`src/iprt_pkg.sv`:
```
// Shared constants, source table and types of the interrupt packet router
package iprt_pkg;
    // Source population
    localparam int SLOT_LINES = 16;        // Four slots, four lines each
    localparam int OBIO_LINES = 12;        // Onboard I/O level sources
    localparam int ERR_LINES = 3;          // Internal error level sources
    localparam int GFX_LINES = 1;          // Pulse-type graphics source
    localparam int SRC_COUNT = 32;         // Sum of the groups above
    localparam int IDX_W = 5;              // Source index width
    localparam int CODE_W = 6;             // Interrupt code width
    localparam int PRI_W = 4;              // Priority width

    // Codes and packet framing
    localparam logic [CODE_W-1:0] NO_INT_CODE = 6'h3f;   // Reserved idle code
    localparam int PKT_BYTES = 24;                        // Payload length
    localparam logic [4:0] PKT_LAST_BEAT = 5'h17;        // Index of byte 23
    localparam logic [4:0] BYTE_CODE = 5'h00;            // Payload byte positions
    localparam logic [4:0] BYTE_OFFSET = 5'h01;
    localparam logic [4:0] BYTE_PRIO = 5'h02;
    localparam logic [4:0] BYTE_SRC = 5'h03;
    localparam logic [3:0] PRIO_FLOOR = 4'h0;            // Below any real priority

    // Per-source interrupt code, index 0 first (slot lines, OBIO, errors, gfx)
    localparam logic [CODE_W-1:0] SRC_CODE [SRC_COUNT] = '{
        6'h06, 6'h04, 6'h03, 6'h01, 6'h0e, 6'h0c, 6'h0b, 6'h09,
        6'h16, 6'h14, 6'h13, 6'h11, 6'h1e, 6'h1c, 6'h1b, 6'h19,
        6'h20, 6'h21, 6'h22, 6'h24, 6'h1f, 6'h25, 6'h28, 6'h29,
        6'h2a, 6'h2b, 6'h2c, 6'h2d, 6'h2e, 6'h2f, 6'h30, 6'h23};
    // Per-source mapping offset; graphics takes its offset elsewhere, sent as 0
    localparam logic [7:0] SRC_OFFSET [SRC_COUNT] = '{
        8'h10, 8'h11, 8'h12, 8'h13, 8'h14, 8'h15, 8'h16, 8'h17,
        8'h18, 8'h19, 8'h1a, 8'h1b, 8'h1c, 8'h1d, 8'h1e, 8'h1f,
        8'h20, 8'h21, 8'h22, 8'h23, 8'h24, 8'h25, 8'h26, 8'h27,
        8'h28, 8'h29, 8'h2a, 8'h2b, 8'h2e, 8'h2f, 8'h30, 8'h00};
    // Per-source priority, larger wins
    localparam logic [PRI_W-1:0] SRC_PRIO [SRC_COUNT] = '{
        4'h6, 4'h4, 4'h3, 4'h1, 4'h6, 4'h4, 4'h3, 4'h1,
        4'h6, 4'h4, 4'h3, 4'h1, 4'h6, 4'h4, 4'h3, 4'h1,
        4'h3, 4'h3, 4'h2, 4'h8, 4'h7, 4'h8, 4'h7, 4'h8,
        4'h2, 4'h4, 4'h4, 4'h7, 4'h8, 4'h8, 4'h8, 4'h5};
    localparam logic [IDX_W-1:0] GFX_IDX = 5'h1f;       // Pulse source slot

    // Concentrator result travelling down the register stages
    typedef struct packed {
        logic [CODE_W-1:0] code;
        logic [IDX_W-1:0] idx;
    } iprt_conc_t;

    // Packet sender states
    typedef enum logic [0:0] {
        IPRT_IDLE = 1'b0,
        IPRT_SEND = 1'b1
    } iprt_state_t;
endpackage

```
`src/iprt_router.sv`:
```
// Interrupt concentrator and vector packet sender
`timescale 1ns/10ps
// Overview of operation
// - Interrupts reach processor only as packets
// - Each packet carries exactly 24 payload bytes
// - Level requests become packets, not wires
// - Slot lines map to codes, offsets 0x10-0x1F
// - Keyboard-named pin acts as second disk
module iprt_router (
    // Clock and reset
    input wire logic SYS_CLK,
    input wire logic RST_N,
    // Expansion slot lines, active low, slot-major INTA..INTD
    input wire logic [iprt_pkg::SLOT_LINES-1:0] SLOT_INT_N,
    // Onboard I/O level requests, active high
    input wire logic [iprt_pkg::OBIO_LINES-1:0] OBIO_INT,
    // Internal error requests, same clock, active high
    input wire logic [iprt_pkg::ERR_LINES-1:0] ERR_INT,
    // Graphics pulse request pin, active high
    input wire logic GFX_INT,
    // Vector packet write toward the processor module
    output logic PKT_VALID,
    output logic [7:0] PKT_DATA,
    output logic PKT_FIRST,
    output logic PKT_LAST,
    input wire logic PKT_READY,
    // Concentrator code after its register stage
    output logic [iprt_pkg::CODE_W-1:0] CONC_CODE
);
    import iprt_pkg::*;

    localparam int PIN_LINES = SLOT_LINES + OBIO_LINES + GFX_LINES;

    // Input conditioning
    logic [PIN_LINES-1:0] pin_raw;       // All pin-sourced requests, active high
    logic [PIN_LINES-1:0] sync1;         // First stage, read only by sync2
    logic [PIN_LINES-1:0] sync2;
    logic [PIN_LINES-1:0] sync3;
    logic [PIN_LINES-1:0] pin_filt;      // Accepted pin level
    logic gfx_prev;                      // Graphics level last cycle
    logic gfx_pend;                      // Captured graphics pulse
    // Arbitration and register stages
    logic [SRC_COUNT-1:0] level;         // Current request of every source
    logic [SRC_COUNT-1:0] sent;          // Level source already delivered
    logic [SRC_COUNT-1:0] eligible;      // Requests not yet delivered
    iprt_conc_t next_conc;               // Arbitration result
    iprt_conc_t conc_reg;                // Captured concentrator output
    iprt_conc_t conc_sync;               // Resynchronised code
    // Packet sender
    iprt_state_t state;                  // Idle or sending
    logic [IDX_W-1:0] cur_idx;           // Source being sent
    logic [4:0] beat;                    // Payload byte counter
    logic start;                         // Packet begins this cycle

    // Slot lines are active low; the graphics pin sits in the top bit
    assign pin_raw = {GFX_INT, OBIO_INT, ~SLOT_INT_N};

    // Three-stage input synchroniser
    // Pins are asynchronous to SYS_CLK; the first stage may go metastable
    always_ff @(posedge SYS_CLK) begin
        if (!RST_N) begin
            sync1 <= '0;
            sync2 <= '0;
            sync3 <= '0;
        end else begin
            sync1 <= pin_raw;
            sync2 <= sync1;
            sync3 <= sync2;
        end
    end

    // Level only moves once two late stages agree, which rejects glitches
    always_ff @(posedge SYS_CLK) begin
        if (!RST_N) begin
            pin_filt <= '0;
        end else begin
            for (int i = 0; i < PIN_LINES; i++) begin
                if (sync2[i] == sync3[i]) begin
                    pin_filt[i] <= sync3[i];
                end
            end
        end
    end

    // Graphics is pulse type: a rising edge is held until its packet starts; one on a graphics launch edge is held for good, as sent[31] stays set
    // Limitation: a pulse arriving before the pending pulse's packet starts merges into one request
    always_ff @(posedge SYS_CLK) begin
        if (!RST_N) begin
            gfx_prev <= 1'b0;
            gfx_pend <= 1'b0;
        end else begin
            gfx_prev <= pin_filt[PIN_LINES-1];
            if (pin_filt[PIN_LINES-1] && !gfx_prev) begin
                gfx_pend <= 1'b1;                 // New pulse beats the clear
            end else if (start && conc_sync.idx == GFX_IDX) begin
                // Launch index, since cur_idx is only loaded on this edge
                gfx_pend <= 1'b0;
            end
        end
    end

    // Source vector; the keyboard-named pin is OBIO bit 6, the idle disk channel
    assign level = {gfx_pend, ERR_INT, pin_filt[PIN_LINES-2:0]};

    // Level sources are sent once, then wait for software to drop the request
    // Marked from the pipeline index on the launch edge; cur_idx there still
    // names the previous packet's source and would mark the wrong one
    always_ff @(posedge SYS_CLK) begin
        if (!RST_N) begin
            sent <= '0;
        end else begin
            for (int i = 0; i < SRC_COUNT; i++) begin
                if (start && conc_sync.idx == IDX_W'(i)) begin
                    sent[i] <= 1'b1;
                end else if (!level[i]) begin
                    sent[i] <= 1'b0;
                end
            end
        end
    end

    assign eligible = level & ~sent;

    // Priority concentrator; ties go to the lowest source index
    // A plain scan is enough: 32 sources and one result per cycle
    always_comb begin
        logic [PRI_W-1:0] best;
        best = PRIO_FLOOR;
        next_conc.code = NO_INT_CODE;
        next_conc.idx = '0;
        for (int i = 0; i < SRC_COUNT; i++) begin
            if (eligible[i] && SRC_PRIO[i] > best) begin
                best = SRC_PRIO[i];
                next_conc.code = SRC_CODE[i];
                next_conc.idx = IDX_W'(i);
            end
        end
    end

    // Capture stage, then resync stage; costs two cycles of latency
    // CONC_CODE mirrors conc_reg so the far side sees the captured code
    always_ff @(posedge SYS_CLK) begin
        if (!RST_N) begin
            conc_reg <= '{code: NO_INT_CODE, idx: '0};
            conc_sync <= '{code: NO_INT_CODE, idx: '0};
            CONC_CODE <= NO_INT_CODE;
        end else begin
            conc_reg <= next_conc;
            CONC_CODE <= next_conc.code;
            conc_sync <= conc_reg;
        end
    end

    // The pipeline may still hold a source just sent; recheck it is eligible
    // A request that arrives while a packet is out waits in the pipeline
    assign start = (state == IPRT_IDLE) && (conc_sync.code != NO_INT_CODE)
                   && eligible[conc_sync.idx];

    // Payload byte for a beat: code, offset, priority, source, then zero
    function automatic logic [7:0] pkt_byte(input logic [4:0] b,
                                            input logic [IDX_W-1:0] s);
        logic [7:0] v;
        v = '0;
        case (b)
            BYTE_CODE: v = {2'h0, SRC_CODE[s]};
            BYTE_OFFSET: v = SRC_OFFSET[s];
            BYTE_PRIO: v = {4'h0, SRC_PRIO[s]};
            BYTE_SRC: v = {3'h0, s};
            default: v = '0;
        endcase
        return v;
    endfunction

    // Packet sender: every interrupt leaves only as one 24-byte write
    // Back-pressure only stalls the current byte; nothing is dropped or repeated
    always_ff @(posedge SYS_CLK) begin
        if (!RST_N) begin
            state <= IPRT_IDLE;
            cur_idx <= '0;
            beat <= '0;
            PKT_VALID <= 1'b0;
            PKT_DATA <= '0;
            PKT_FIRST <= 1'b0;
            PKT_LAST <= 1'b0;
        end else begin
            case (state)
                IPRT_IDLE: begin
                    if (start) begin
                        state <= IPRT_SEND;
                        cur_idx <= conc_sync.idx;
                        beat <= '0;
                        PKT_VALID <= 1'b1;
                        PKT_FIRST <= 1'b1;
                        PKT_LAST <= 1'b0;
                        // Byte 0 is loaded together with the launch
                        PKT_DATA <= pkt_byte(BYTE_CODE, conc_sync.idx);
                    end
                end
                IPRT_SEND: begin
                    if (PKT_READY) begin
                        if (beat == PKT_LAST_BEAT) begin
                            // Valid drops; at least one idle cycle follows
                            state <= IPRT_IDLE;
                            PKT_VALID <= 1'b0;
                            PKT_LAST <= 1'b0;
                            PKT_DATA <= '0;
                        end else begin
                            beat <= beat + 5'h01;
                            PKT_FIRST <= 1'b0;
                            PKT_LAST <= (beat + 5'h01 == PKT_LAST_BEAT);
                            PKT_DATA <= pkt_byte(beat + 5'h01, cur_idx);
                        end
                    end
                end
                default: begin
                    state <= IPRT_IDLE;
                    PKT_VALID <= 1'b0;
                end
            endcase
        end
    end
endmodule // iprt_router

```
`config.mk`:
```
export PLATFORM = sky130hd
export DESIGN_NAME = iprt_router
export DESIGN_NICKNAME = d
export VERILOG_FILES = /design/src/iprt_pkg.sv /design/src/iprt_router.sv
export SDC_FILE = /design/constraint.sdc
export NUM_CORES = 1
export LEC_CHECK = 0
export BUFFER_PORTS_ARGS = -buffer_cell sky130_fd_sc_hd__buf_2
export CAP_MARGIN = 20
export CORE_UTILIZATION = 40
export DETAILED_ROUTE_END_ITERATION = 12
export RECOVER_POWER = 25
export REMOVE_ABC_BUFFERS = 1
export SKIP_CTS_REPAIR_TIMING = 1
export SLEW_MARGIN = 10
export SYNTH_ARGS = -nofsm -noshare
export SYNTH_HDL_FRONTEND = slang
export SYNTH_SLANG_ARGS = --single-unit
```
`constraint.sdc`:
```
create_clock -name SYS_CLK -period 3.9 [get_ports SYS_CLK]
set_input_delay 0.78 -clock SYS_CLK [delete_from_list [all_inputs] [get_ports SYS_CLK]]
set_output_delay 0.78 -clock SYS_CLK [all_outputs]
set_load 0.1 [all_outputs]
```
==> results summary, run 1 <==
The run finished, with violations left. The final reports fail on max-capacitance violations, max-slew violations. The startpoint of the most critical hold path is sync1[7]. The area fraction in compound gates after synthesis is 0.194.

The startpoint identified for the worst register-to-register timing path is conc_sync[0]. The number of antenna violations at the first check in global routing came out at 0. The number of global-route vias before repair came out at 5943.

The worst register-to-register path ends at PKT_DATA[5]. The full die area is 0.0210 mm^2. The share of the core filled with cells came out at 0.466. The count of distinct cell types in the synthesized netlist came out at 78. The worst reg-to-reg setup slack is 0.85 ns. The ratio of final minimum period to clock period came out at 0.783. The tightest slew margin relative to the limit came out at -0.205. The count of buffers added on input and output ports is 49. For the worst setup path, the data arrival time is 3.31 ns. The fraction of final layout cells with drive strength greater than 1 came out at 0.119. Of the synthesized area, sequential elements account for 0.470.

After synthesis, the cell types taking the most area are sky130_fd_sc_hd__dfxtp_1 (47%), sky130_fd_sc_hd__and2_1 (6.3%), sky130_fd_sc_hd__nor2_1 (3.8%). The count of filler cells inserted in the layout came out at 1914. The switching portion of total power came out at 0.239.

The global placement routability congestion is 0.947. In this run the worst hold path is classified as flop to flop. The main flop type after synthesis is sky130_fd_sc_hd__dfxtp_1. The count of final setup violators came out at 0.

Of the total power, registers draw 0.517. The number of cells traversed by the worst hold path is 1. The simple-gate area share of the yosys netlist came out at 0.236. The setup TNS came out at 0 ns. The number of buffers between clock root and the deepest sink came out at 2. In the final routed layout, each cell accounts on average for 15.2 um. The async set-reset flop share out of synthesis is 0. Of the total synthesized cell area, the portion taken by full adders, half adders and majority gates is 0.0214. The final design area excluding fillers is 0.00918 mm^2. The nature of the critical path endpoint is a flop.

Setup repair after global routing left no endpoint under its margin. The fraction of power consumed by the clock network is 0.433. The die width is 145 um.

The synthesis-to-layout area growth is 12.3%. The max-capacitance violation count came out at 1. STA classifies the critical path startpoint as a flop.

The later pin in the worst-skew pair is clocked with a latency of 0.44 ns. The first routing iteration left 453 violations. The overall routed net length came out at 18.4 mm. The area of combinational cells with multiple inputs is 0.00404 mm^2. The synthesized design contains 192 register bits. The post-synthesis share of cell area spent on xor and xnor gates is 0.00321. For this run, the total global-route usage over all layers was measured as 0.181. Along the worst path, the maximum fanout reaches 14. The final layout contains 983 nets. The total area of sequential cells is 0.00384 mm^2. The number of vias per cell came out at 5.37.

The wire length of the first global-routing pass is 30.6 mm. The peak supply drop is 0.304 mV. Power spread over the standard cell area amounts to 429 mW/mm^2. The remaining design rule violation count came out at 0.

The number of placed I/O pins came out at 52. The total area inside the core boundary comes to 0.0197 mm^2. Counting the buffers created by CTS gives 17. The portion of netlist area occupied by mux cells came out at 0.0375.

The total grt overflow came out at 0. Of the post-synthesis cell area, the dominant cell type holds 0.470. The placed cell area came out at 0.00861 mm^2.

The effective utilization at floorplan came out at 0.415. The pin count of the biggest net entering global routing is 59. Clock tree synthesis selected as its root buffer the cell sky130_fd_sc_hd__clkbuf_16.

The final period demand of the worst path came out at 3.05 ns. The count of nets left with antenna violations once routing finished came out at 0. The clock drives 192 sinks.

The synthesized area per cell is 9.02 um^2. TritonCTS built the clock tree. The warning count from the yosys run came out at 0. The biggest area contributor in the post-synthesis netlist is sky130_fd_sc_hd__dfxtp_1.

The internal power contribution is 3.00 mW. The post-synth design cell area is 0.00817 mm^2. The critical path is of the flop to flop type. From bottom edge to top edge, the die measures 145 um. For this block, the via count after detailed routing is 6509. The number of enable-type register cells in the synthesized netlist is 0. The first detailed-routing pass took 5 iterations.

The actual slew at the worst max-slew pin came out at 1.81 ns. The static leakage power is 3.68 nW. Summed over all nets, the half-perimeter wirelength after detailed placement is 13.0 mm. By area, the combinational part of the netlist is dominated by simple AND/OR/NAND/NOR gates. The maximum clock frequency came out at 327 MHz. The number of antenna diodes is 0. The most flop-heavy register is sent. The synthesized netlist cell count came out at 906. The combinational fraction of design power is 0.050. For the worst setup path, the data required time is 4.15 ns.

The path with the worst hold slack has its endpoint at sync2[7]. The switching power is 0.940 mW. The number of levels the H-tree was split into came out at 4. The number of cells on the worst reg-to-reg path came out at 7. The clock skew after layout is 0.0124 ns. The number of max-slew violations in the final report came out at 59. The number of core rows is 51. The flip-flop count of the largest register, all copies and words added came out at 32. The final hold violation count came to 0. Clock-pin slew was measured on the worst setup and hold paths at 0.07 ns.
[worst max path at each step]
stage	start	endpoint	slack [ns]	depth (start not counted)
final	conc_sync[0]	PKT_DATA[5]	0.85	7
after global routing	RST_N	sync2[1]	0.61	3
after CTS	conc_sync[0]	PKT_DATA[5]	0.85	7
after detailed placement	ERR_INT[2]	PKT_DATA[5]	0.73	9
after global placement	ERR_INT[2]	PKT_DATA[5]	0.78	9
after floorplan	ERR_INT[2]	PKT_DATA[5]	1.06	8
[cell families (layout without fill, tap and decap cells)]
kind of cell,count (synthesis),count (layout)
AND/OR/NAND/NOR,371,371
flip-flops,192,192
XOR/XNOR,3,3
adder cells (fa/ha/maj),14,14
AO/OA/AOI/OAI,239,239
multiplexers,18,18
buffers and inverters,68,107
other,1,2
[layout make-up]
type                    instances  share of cell area
multi-input cells             647               0.440
flip-flops and latches        192               0.419
clock buffers                  18              0.0478
repair buffers                 61              0.0365
well taps                     265              0.0361
clock inverters                13              0.0151
inverters                      15             0.00613
[metal layers]
layer  global-route usage  routed length [um]  vias up
li1                     -                   -     3249
met1                0.242                8750     3056
met2                0.288                8370      176
met3               0.0321                 869       28
met4               0.0729                 363        0
met5                    0                   0        -
[cell usage after synthesis (8+ instances only)]
| cell | number |
|---|---|
| sky130_fd_sc_hd__mux4_2 | 10 |
| sky130_fd_sc_hd__o21ai_0 | 62 |
| sky130_fd_sc_hd__nand3_1 | 17 |
| sky130_fd_sc_hd__nor3_1 | 10 |
| sky130_fd_sc_hd__and2_1 | 82 |
| sky130_fd_sc_hd__a22oi_1 | 27 |
| sky130_fd_sc_hd__dfxtp_1 | 192 |
| sky130_fd_sc_hd__clkbuf_1 | 37 |
| sky130_fd_sc_hd__ha_1 | 14 |
| sky130_fd_sc_hd__nand2_1 | 75 |
| sky130_fd_sc_hd__a31oi_1 | 10 |
| sky130_fd_sc_hd__nor2b_1 | 28 |
| sky130_fd_sc_hd__buf_4 | 8 |
| sky130_fd_sc_hd__and3_1 | 9 |
| sky130_fd_sc_hd__inv_1 | 13 |
| sky130_fd_sc_hd__a21oi_1 | 58 |
| sky130_fd_sc_hd__nor2_1 | 83 |
| sky130_fd_sc_hd__nand2b_1 | 34 |
[power groups by stage]
stage	registers (mW)	clock network [mW]	logic, mW
floorplan	2.10	0	0.0989
global placement	2.08	0	0.199
detailed placement	2.08	0	0.199
CTS	2.04	1.75	0.200
global route	2.04	1.83	0.216
finish	2.04	1.70	0.197
[through the flow]
step                      hold WS, ns  power, mW  setup WS (ns)  cells
after global placement          0.413       2.28          0.780   1180
final                           0.427       3.94          0.845   1211
after floorplan                 0.412       2.20           1.06    854
after detailed placement        0.417       2.28          0.728   1180
after global routing            0.444       4.09          0.606   1211
after CTS                       0.432       3.99          0.853   1211
[layout by cell type, fill, tap and decap left out, types with 14 or more instances in the layout]
cell type                   instances
sky130_fd_sc_hd__a21oi_1           58
sky130_fd_sc_hd__nor2_1            83
sky130_fd_sc_hd__nand3_1           17
sky130_fd_sc_hd__buf_2             48
sky130_fd_sc_hd__nand2_1           75
sky130_fd_sc_hd__inv_1             14
sky130_fd_sc_hd__nand2b_1          34
sky130_fd_sc_hd__o21ai_0           62
sky130_fd_sc_hd__clkbuf_16         17
sky130_fd_sc_hd__a22oi_1           27
sky130_fd_sc_hd__and2_1            76
sky130_fd_sc_hd__dfxtp_1          192
sky130_fd_sc_hd__ha_1              14
sky130_fd_sc_hd__nor2b_1           28
[worst max-delay path, stage by stage, from the launching register on]
cell and delay, ns:
sky130_fd_sc_hd__dfxtp_1 0.80, sky130_fd_sc_hd__mux4_2 0.61, sky130_fd_sc_hd__mux4_2 0.51, sky130_fd_sc_hd__and2_4 0.19, sky130_fd_sc_hd__o21ai_4 0.35, sky130_fd_sc_hd__nand2_4 0.19, sky130_fd_sc_hd__nor2_1 0.18, sky130_fd_sc_hd__a211oi_2 0.06
No activity file was read; power rests on OpenSTA's default activity.
==> run 2, diff against run 1 <==
Settings changed: ABC_AREA from default to 1.
Clock period 3.9 ns to 2.76 ns, I/O delays scaled along.
==> run 2 against run 1 <==
  * The run ends with negative setup slack left
  * Sequential cell count is the same
  * First-iteration DRC count shrank 6.6%
  * Die area grew 2.7%
  * Critical endpoint is now conc_reg[2]
  * Clock power grew 45%
  * Final area grew 9.3%
  * Global-route usage shrank 0.12 points
  * Largest cell class is now registers
  * Sequential share of layout area shrank 3.4 points
  * Worst setup slack lost 0.89 ns
==> results summary, run 2 <==
The share of the core filled with cells is 0.491 (+0.0254). The biggest area contributor in the post-synthesis netlist is sky130_fd_sc_hd__dfxtp_1. The warning count from the yosys run came out at 0 (unchanged). The cell type with the highest occurrence count on the critical path is sky130_fd_sc_hd__nand2_2.

The largest fanout on the critical path is 6 (-8). TritonCTS built the clock tree. The post-synthesis sequential element count came to 192 (unchanged). Leaving out fill and tap cells, the most frequent cells in the layout are sky130_fd_sc_hd__nand2_1 (229), sky130_fd_sc_hd__dfxtp_1 (184), sky130_fd_sc_hd__inv_1 (183), sky130_fd_sc_hd__nor2_1 (139), sky130_fd_sc_hd__a21oi_1 (100).

The power density over cell area was 600 mW/mm^2 (+40%). The wire length of the first global-routing pass came out at 31.3 mm (+2.5%). The count of final setup violators was 9 (+9).

For this run, the leading register cell type out of synthesis is sky130_fd_sc_hd__dfxtp_1. The library cell used most frequently in the layout, excluding fill and tap cells, is sky130_fd_sc_hd__nand2_1. The met2 layer usage reported by global route came out at 0.290 (+0.00278). The total grt overflow is 0 (unchanged). The root buffer cell chosen for the clock tree is sky130_fd_sc_hd__clkbuf_16. The number of cells on the worst reg-to-reg path came out at 25 (+18). Compared with the post-synthesis result, the final layout area differs by 19.4%. The highest-delay cell along the critical path is sky130_fd_sc_hd__dfxtp_2. The largest stage delay on the critical path came out at 0.33 ns (-0.47 ns).

The flip-flop count of the largest register, all copies and words added came out at 32 (unchanged). The number of global-route vias before repair came to 6569 (+11%). The post-layout instance count excluding filler cells came out at 1535 (+27%). The data required time at the worst endpoint is 3.07 ns (-1.08 ns).

The pin count of the biggest net entering global routing is 71 (+20%). The count of distinct cell types in the synthesized netlist is 48 (-38%). The area share of the largest cell type after synthesis came to 0.458 (-0.0125). The maximum clock frequency is 357 MHz (+9.0%). The global placement routability congestion came out at 0.897 (-5.3%). The post-synth design cell area is 0.00840 mm^2 (+2.7%). The final period demand of the worst path came to 2.80 ns (-0.251 ns). The kind of launch point of the worst setup path is a flop. The detailed-routing iteration count for the pre-antenna-repair pass came out at 5 (unchanged). The met1 capacity usage during global routing is 0.243 (+0.00115). In the post-synthesis netlist, the cell with the most instances is sky130_fd_sc_hd__nand2_1.

The number of core rows came to 52 (+2.0%). The clock skew after layout came out at 0.0112 ns (-0.00125 ns). The synthesized netlist cell count came out at 1174 (+30%). The final hold violation count came out at 0 (unchanged). The per-cell routed wire length was 12.6 um (-17%). Setup repair after global routing could not meet its margin everywhere. The fraction of final layout cells with drive strength greater than 1 came out at 0.175 (+0.0560). The final HPWL from detailed placement is 13.5 mm (+4.5%). The synthesized area per cell came out at 7.15 um^2 (-21%). The tightest slew margin relative to the limit came out at 0.649 (+0.854). The number of cells traversed by the worst hold path came out at 2 (+1). The ratio of final minimum period to clock period is 1.02 (+0.232). The critical path in this run is classified as flop to flop. The number of vias per cell came out at 4.75 (-12%). The number of violations reported at the end of detailed-routing iteration 0 is 423 (-6.6%). The actual slew at the worst max-slew pin is 0.525 ns (-1.28 ns).

In this run the worst setup path begins at sent[0]. The worst hold path class is input pin to flop. The via count was 7291 (+12%).

The sequential share of the synthesized area came out at 0.458 (-0.0125). The commonest cells after synthesis are sky130_fd_sc_hd__nand2_1 (241), sky130_fd_sc_hd__dfxtp_1 (192), sky130_fd_sc_hd__inv_1 (188). The met3 routing resource usage after global routing came out at 0.0320 (-0.0000879).

The nature of the critical path endpoint is a flop. The number of placed I/O pins came out at 52 (unchanged). The run finished, with violations left. The remaining design rule violation count is 0 (unchanged). The net total in the final layout was 1301 (+32%). After global routing, the most crowded layer is met2. The final design area excluding fillers came out at 0.0100 mm^2 (+9.3%). The vertical die dimension was 147 um (+1.3%). The number of max-slew violations in the final report is 0 (-100%). The number of levels the H-tree was split into is 4 (unchanged).

The peak supply drop is 0.379 mV (+25%). The startpoint of the most critical hold path is SLOT_INT_N[5]. The effective utilization at floorplan is 0.411 (-0.00355). The static leakage power is 4.78 nW (+30%). The insertion delay to the later sink of the worst-skew pair is 0.43 ns (about the same).

The placed cell area came to 0.00910 mm^2 (+5.7%). The full die area is 0.0216 mm^2 (+2.7%). By area the synthesized netlist is led by sky130_fd_sc_hd__dfxtp_1 (46%), sky130_fd_sc_hd__nand2_1 (11%), sky130_fd_sc_hd__inv_1 (8.4%). The post-route total power was 6.02 mW (+53%). The register clock-pin slew on the reported worst setup and hold paths came to 0.08 ns (about the same). The worst path arrival time is 3.11 ns (-0.20 ns). The most flop-heavy register is sent. The global-route usage over all layers was 0.180 (-0.00118). The async set-reset flop share out of synthesis was 0 (unchanged). The cell count after placement is 1488 (+26%). The number of buffers between clock root and the deepest sink came out at 2 (unchanged). The overall routed net length was 19.3 mm (+5.0%).

The number of antenna violations at the first check in global routing is 0 (unchanged). The final worst slack is -0.0433 ns (-0.889 ns). The number of nets still failing antenna checks after routing came to 0 (unchanged). The number of buffers created by CTS is 17 (unchanged).

The die width came out at 147 um (+1.3%). The checks that failed: negative setup slack. The number of buffers inserted by port buffering is 49 (unchanged). The number of enable-type register cells in the synthesized netlist came out at 0 (unchanged). The number of sinks driven by the clock tree is 192 (unchanged).

The max-capacitance violation count came to 0 (-1). The count of filler cells inserted in the layout is 2100 (+9.7%). The setup TNS is -0.255 ns (-0.255 ns). The number of antenna diodes is 0 (unchanged).

The startpoint identified for the worst register-to-register timing path is sent[0]. The core area came out at 0.0204 mm^2 (+3.6%).
==> run 2: changes by cell type after synthesis, moves of 14 or more <==
cell,before,now
sky130_fd_sc_hd__nand3_1,17,45
sky130_fd_sc_hd__a22oi_1,27,2
sky130_fd_sc_hd__inv_1,13,188
sky130_fd_sc_hd__nand2b_1,34,0
sky130_fd_sc_hd__nor2b_1,28,0
sky130_fd_sc_hd__a21oi_1,58,102
sky130_fd_sc_hd__o21ai_0,62,76
sky130_fd_sc_hd__and2_1,82,0
sky130_fd_sc_hd__nor2_1,83,147
sky130_fd_sc_hd__nand2_1,75,241
==> run 2: metrics by stage <==
step | hold WS [ns] | setup WS (ns)
floorplan | 0.390 | 0.144
global placement | 0.392 | 0.0483
detailed placement | 0.397 | -0.00246
CTS | 0.239 | -0.0246
global route | 0.247 | -0.275
finish | 0.258 | -0.0433
==> run 2: path summary, 6_finish.rpt <==
path                 endpoint  slack (ns)
setup / recovery  conc_reg[2]       -0.04
setup reg to reg  conc_reg[2]       -0.04
hold reg to reg     sync2[19]        0.41
hold / removal       sync1[5]        0.26
==> run 2: report_power, final <==
group          total (mW)  internal, mW  switching, mW
Combinational       0.626         0.187          0.439
Sequential           2.92          2.86         0.0605
Clock                2.47          1.33           1.14
==> run 2: cells by family (layout without fill, tap and decap cells) <==
group | after synthesis | in the layout | share of synthesized area
and+or+nand+nor | 494 | 494 | 0.253
buffers and inverters | 239 | 329 | 0.111
adders and majority gates | 14 | 14 | 0.0209
DFF | 192 | 192 | 0.458
xor gates and xnor gates | 2 | 2 | 0.00209
other | 1 | 2 | 0.000447
AOI/OAI and AO/OA | 232 | 232 | 0.155
==> run 2: final cells by class <==
class	instances	area, um^2	area share
sequential	192	3860	0.385
clock buffer	20	457	0.0455
timing repair buffer	100	672	0.0670
inverter	197	747	0.0745
clock inverter	12	141	0.0141
tap	270	338	0.0337
multi-input combinational	744	3820	0.380
==> run 2: worst max-delay path: cells and delay by family, from the launching register on <==
| family | cells | cell delay [ns] |
|---|---|---|
| compound gates | 3 | 0.36 |
| buf+inv | 3 | 0.23 |
| flops | 1 | 0.33 |
| simple gates | 19 | 1.78 |
==> run 2: metal layers <==
layer / share of wire / vias to the layer above
met3: 0.039 / 23
met4: 0.015 / 0
met2: 0.46 / 138
li1: - / 3860
met1: 0.48 / 3270
met5: 0 / -
==> run 3, diff against run 2 <==
--- a/config.mk
+++ b/config.mk
@@ -11,4 +11,5 @@
 export CORE_UTILIZATION = 40
 export DETAILED_ROUTE_END_ITERATION = 12
+export PLACE_DENSITY = 0.7
 export RECOVER_POWER = 25
 export REMOVE_ABC_BUFFERS = 1
==> constraint.sdc (replaced) <==
create_clock -name SYS_CLK -period 2.76 [get_ports SYS_CLK]
set_input_delay 0.414 -clock SYS_CLK [delete_from_list [all_inputs] [get_ports SYS_CLK]]
set_output_delay 0.414 -clock SYS_CLK [all_outputs]
set_load 0.1 [all_outputs]
==> run 3 against run 2 <==
  * The run still ends with negative setup slack left
  * Core utilization grew 0.75 points
  * Clock power shrank 2%
  * Routed wire length grew 2.2%
  * Final area grew 1.5%
  * Clock skew grew 0.0017 ns
  * Via count grew 4.4%
  * Combinational power grew 3.7%
  * Total power shrank 0.58%
  * Count of clock-buffer cells in the layout shrank 1
  * Cell count grew 0.78%
  * Critical path type unchanged
==> results summary, run 3 (synthesis results as in run 2) <==
The number of global-route vias before repair is 6730 (+2.5%). The final HPWL from detailed placement came to 13.8 mm (+2.0%). The count of final setup violators came out at 3 (-6).

The wire length of the first global-routing pass was 31.3 mm (unchanged). STA classifies the critical path startpoint as a flop. The most critical setup path has its startpoint at sent[4]. The count of filler cells inserted in the layout came to 1990 (-5.2%). The power density over cell area is 588 mW/mm^2 (-2.1%). The clock skew after layout is 0.0129 ns (+0.00172 ns).

The number of buffers created by CTS is 17 (unchanged). The insertion delay to the later sink of the worst-skew pair is 0.43 ns (about the same). The post-route total power is 5.98 mW (-0.58%). The fraction of final layout cells with drive strength greater than 1 is 0.193 (+0.0179). The final reports fail on negative setup slack. The effective utilization at floorplan is 0.411 (unchanged). The pin count of the biggest net entering global routing is 76 (+7.0%). The detailed-routing iteration count for the pre-antenna-repair pass is 5 (unchanged).

The number of nets still failing antenna checks after routing was 0 (unchanged). The flip-flop count of the largest register, all copies and words added is 32 (unchanged). The maximum clock frequency came out at 360 MHz (+1.1%).

The global placement routability congestion is 0.930 (+3.6%). The number of placed I/O pins was 52 (unchanged). The via count came out at 7612 (+4.4%).

The ratio of final minimum period to clock period is 1.01 (-0.0106). TritonCTS built the clock tree. The library cell used most frequently in the layout, excluding fill and tap cells, is sky130_fd_sc_hd__nand2_1. The placed cell area came out at 0.00918 mm^2 (+0.88%). The library cells used most frequently in the layout, excluding fill and tap cells, are sky130_fd_sc_hd__nand2_1 (228), sky130_fd_sc_hd__dfxtp_1 (185), sky130_fd_sc_hd__inv_1 (182), sky130_fd_sc_hd__nor2_1 (138), sky130_fd_sc_hd__a21oi_1 (96). The final worst slack is -0.0141 ns (+0.0291 ns).

The number of violations reported at the end of detailed-routing iteration 0 came to 444 (+5.0%). The final design area excluding fillers was 0.0102 mm^2 (+1.5%). The die width came out at 147 um (unchanged). The core area came out at 0.0204 mm^2 (unchanged).

The max-capacitance violation count came out at 0 (unchanged). The most flop-heavy register is sent. The global-route usage over all layers came out at 0.181 (+0.000730). The full die area is 0.0216 mm^2 (unchanged). The nature of the critical path endpoint is a flop.

The synthesis-to-layout area growth is 21.3%. The per-cell routed wire length is 12.7 um (+1.4%). The number of cells on the worst reg-to-reg path is 25 (unchanged). The largest fanout on the critical path came out at 5 (-1).

The overall routed net length is 19.7 mm (+2.2%). The net total in the final layout was 1313 (+0.92%). The number of max-slew violations in the final report came out at 0 (unchanged). The number of buffers inserted by port buffering came out at 49 (unchanged). The worst register-to-register path begins at sent[4]. The worst setup path is of the flop to flop kind. The number of sinks driven by the clock tree is 192 (unchanged). The data required time at the worst endpoint was 3.06 ns (about the same). The peak supply drop came out at 0.373 mV (-1.3%). The vertical die dimension was 147 um (unchanged). The actual slew at the worst max-slew pin is 0.635 ns (+0.110 ns). The run finished, with violations left. The number of core rows is 52 (unchanged). The number of antenna violations at the first check in global routing is 0 (unchanged).

The number of buffers between clock root and the deepest sink is 2 (unchanged). The tree is rooted in a sky130_fd_sc_hd__clkbuf_16. The number of levels the H-tree was split into came out at 4 (unchanged). Setup repair after global routing could not meet its margin everywhere. The register clock-pin slew on the reported worst setup and hold paths is 0.07 ns (about the same). The static leakage power came out at 4.87 nW (+1.9%). The remaining design rule violation count is 0 (unchanged). The final period demand of the worst path is 2.77 ns (-0.0291 ns). The final hold violation count is 0 (unchanged). The tightest slew margin relative to the limit came out at 0.576 (-0.0735).

The post-place setup slack is -0.0314 ns (-0.0289 ns). The total grt overflow is 0 (unchanged). The number of cells traversed by the worst hold path is 2 (unchanged). The worst hold path class is input pin to flop. The worst path arrival time came out at 3.07 ns (-0.04 ns). The number of antenna diodes is 0 (unchanged).

The area of combinational cells with multiple inputs is 0.00387 mm^2 (+1.5%). The startpoint of the most critical hold path is SLOT_INT_N[11]. The share of the core filled with cells came to 0.498 (+0.00753).

The total area of sequential cells was 0.00386 mm^2 (about the same). The number of vias per cell is 4.92 (+3.6%).
## run 3: power by group
part	total, mW	switching [mW]	internal (mW)
registers	2.92	0.0586	2.86
clock network	2.42	1.16	1.26
logic	0.649	0.449	0.200
total	5.98	1.67	4.32
## run 3: worst paths after layout
check / endpoint / slack [ns]
setup / recovery: conc_reg[1] / -0.01
hold / removal: sync1[11] / 0.13
setup reg to reg: conc_reg[1] / -0.01
hold reg to reg: sync2[17] / 0.41
## run 3: worst max-delay path, stage by stage (launching register included)
cell,delay (ns)
sky130_fd_sc_hd__dfxtp_4,0.36
sky130_fd_sc_hd__inv_2,0.06
sky130_fd_sc_hd__nand2_4,0.05
sky130_fd_sc_hd__nand4_4,0.12
sky130_fd_sc_hd__buf_6,0.11
sky130_fd_sc_hd__inv_1,0.06
sky130_fd_sc_hd__nand2_1,0.06
sky130_fd_sc_hd__nand3b_1,0.10
sky130_fd_sc_hd__nand2_2,0.12
sky130_fd_sc_hd__nand3_2,0.07
sky130_fd_sc_hd__nand2_2,0.13
sky130_fd_sc_hd__nand3_2,0.11
sky130_fd_sc_hd__nor2_4,0.14
sky130_fd_sc_hd__nor2_4,0.06
sky130_fd_sc_hd__nand2_1,0.07
sky130_fd_sc_hd__nand3_2,0.07
sky130_fd_sc_hd__nand2_2,0.08
sky130_fd_sc_hd__nand2_2,0.06
sky130_fd_sc_hd__a21oi_2,0.15
sky130_fd_sc_hd__nand2_1,0.08
sky130_fd_sc_hd__o21ai_2,0.11
sky130_fd_sc_hd__nand3_2,0.12
sky130_fd_sc_hd__nand2_4,0.12
sky130_fd_sc_hd__nand2_4,0.07
sky130_fd_sc_hd__nor2_1,0.10
sky130_fd_sc_hd__nor2_1,0.05
## run 3: cell type report
cell class / count / share of cell area
Inverter: 197 / 0.0730
Sequential cell: 192 / 0.379
Clock inverter: 13 / 0.0138
Timing Repair Buffer: 112 / 0.0764
Clock buffer: 19 / 0.0445
Tap cell: 270 / 0.0332
Multi-Input combinational cell: 744 / 0.380
## run 3: metal layers
layer,share of wire,wire length [um],up-vias,track usage
met3,0.051,1010,37,0.0339
met5,0,0,-,0
met1,0.46,9020,3482,0.234
met4,0.024,468,0,0.0703
met2,0.47,9210,209,0.296
li1,-,-,3884,-
## run 3: through the flow
step	hold slack, ns	TNS, ns	instances
final	0.125	-0.0234	1547
after global routing	0.108	-1.94	1547
after CTS	0.111	-0.162	1529
after detailed placement	0.397	-0.0415	1497
after global placement	0.392	0	1497
after floorplan	0.390	0	1133
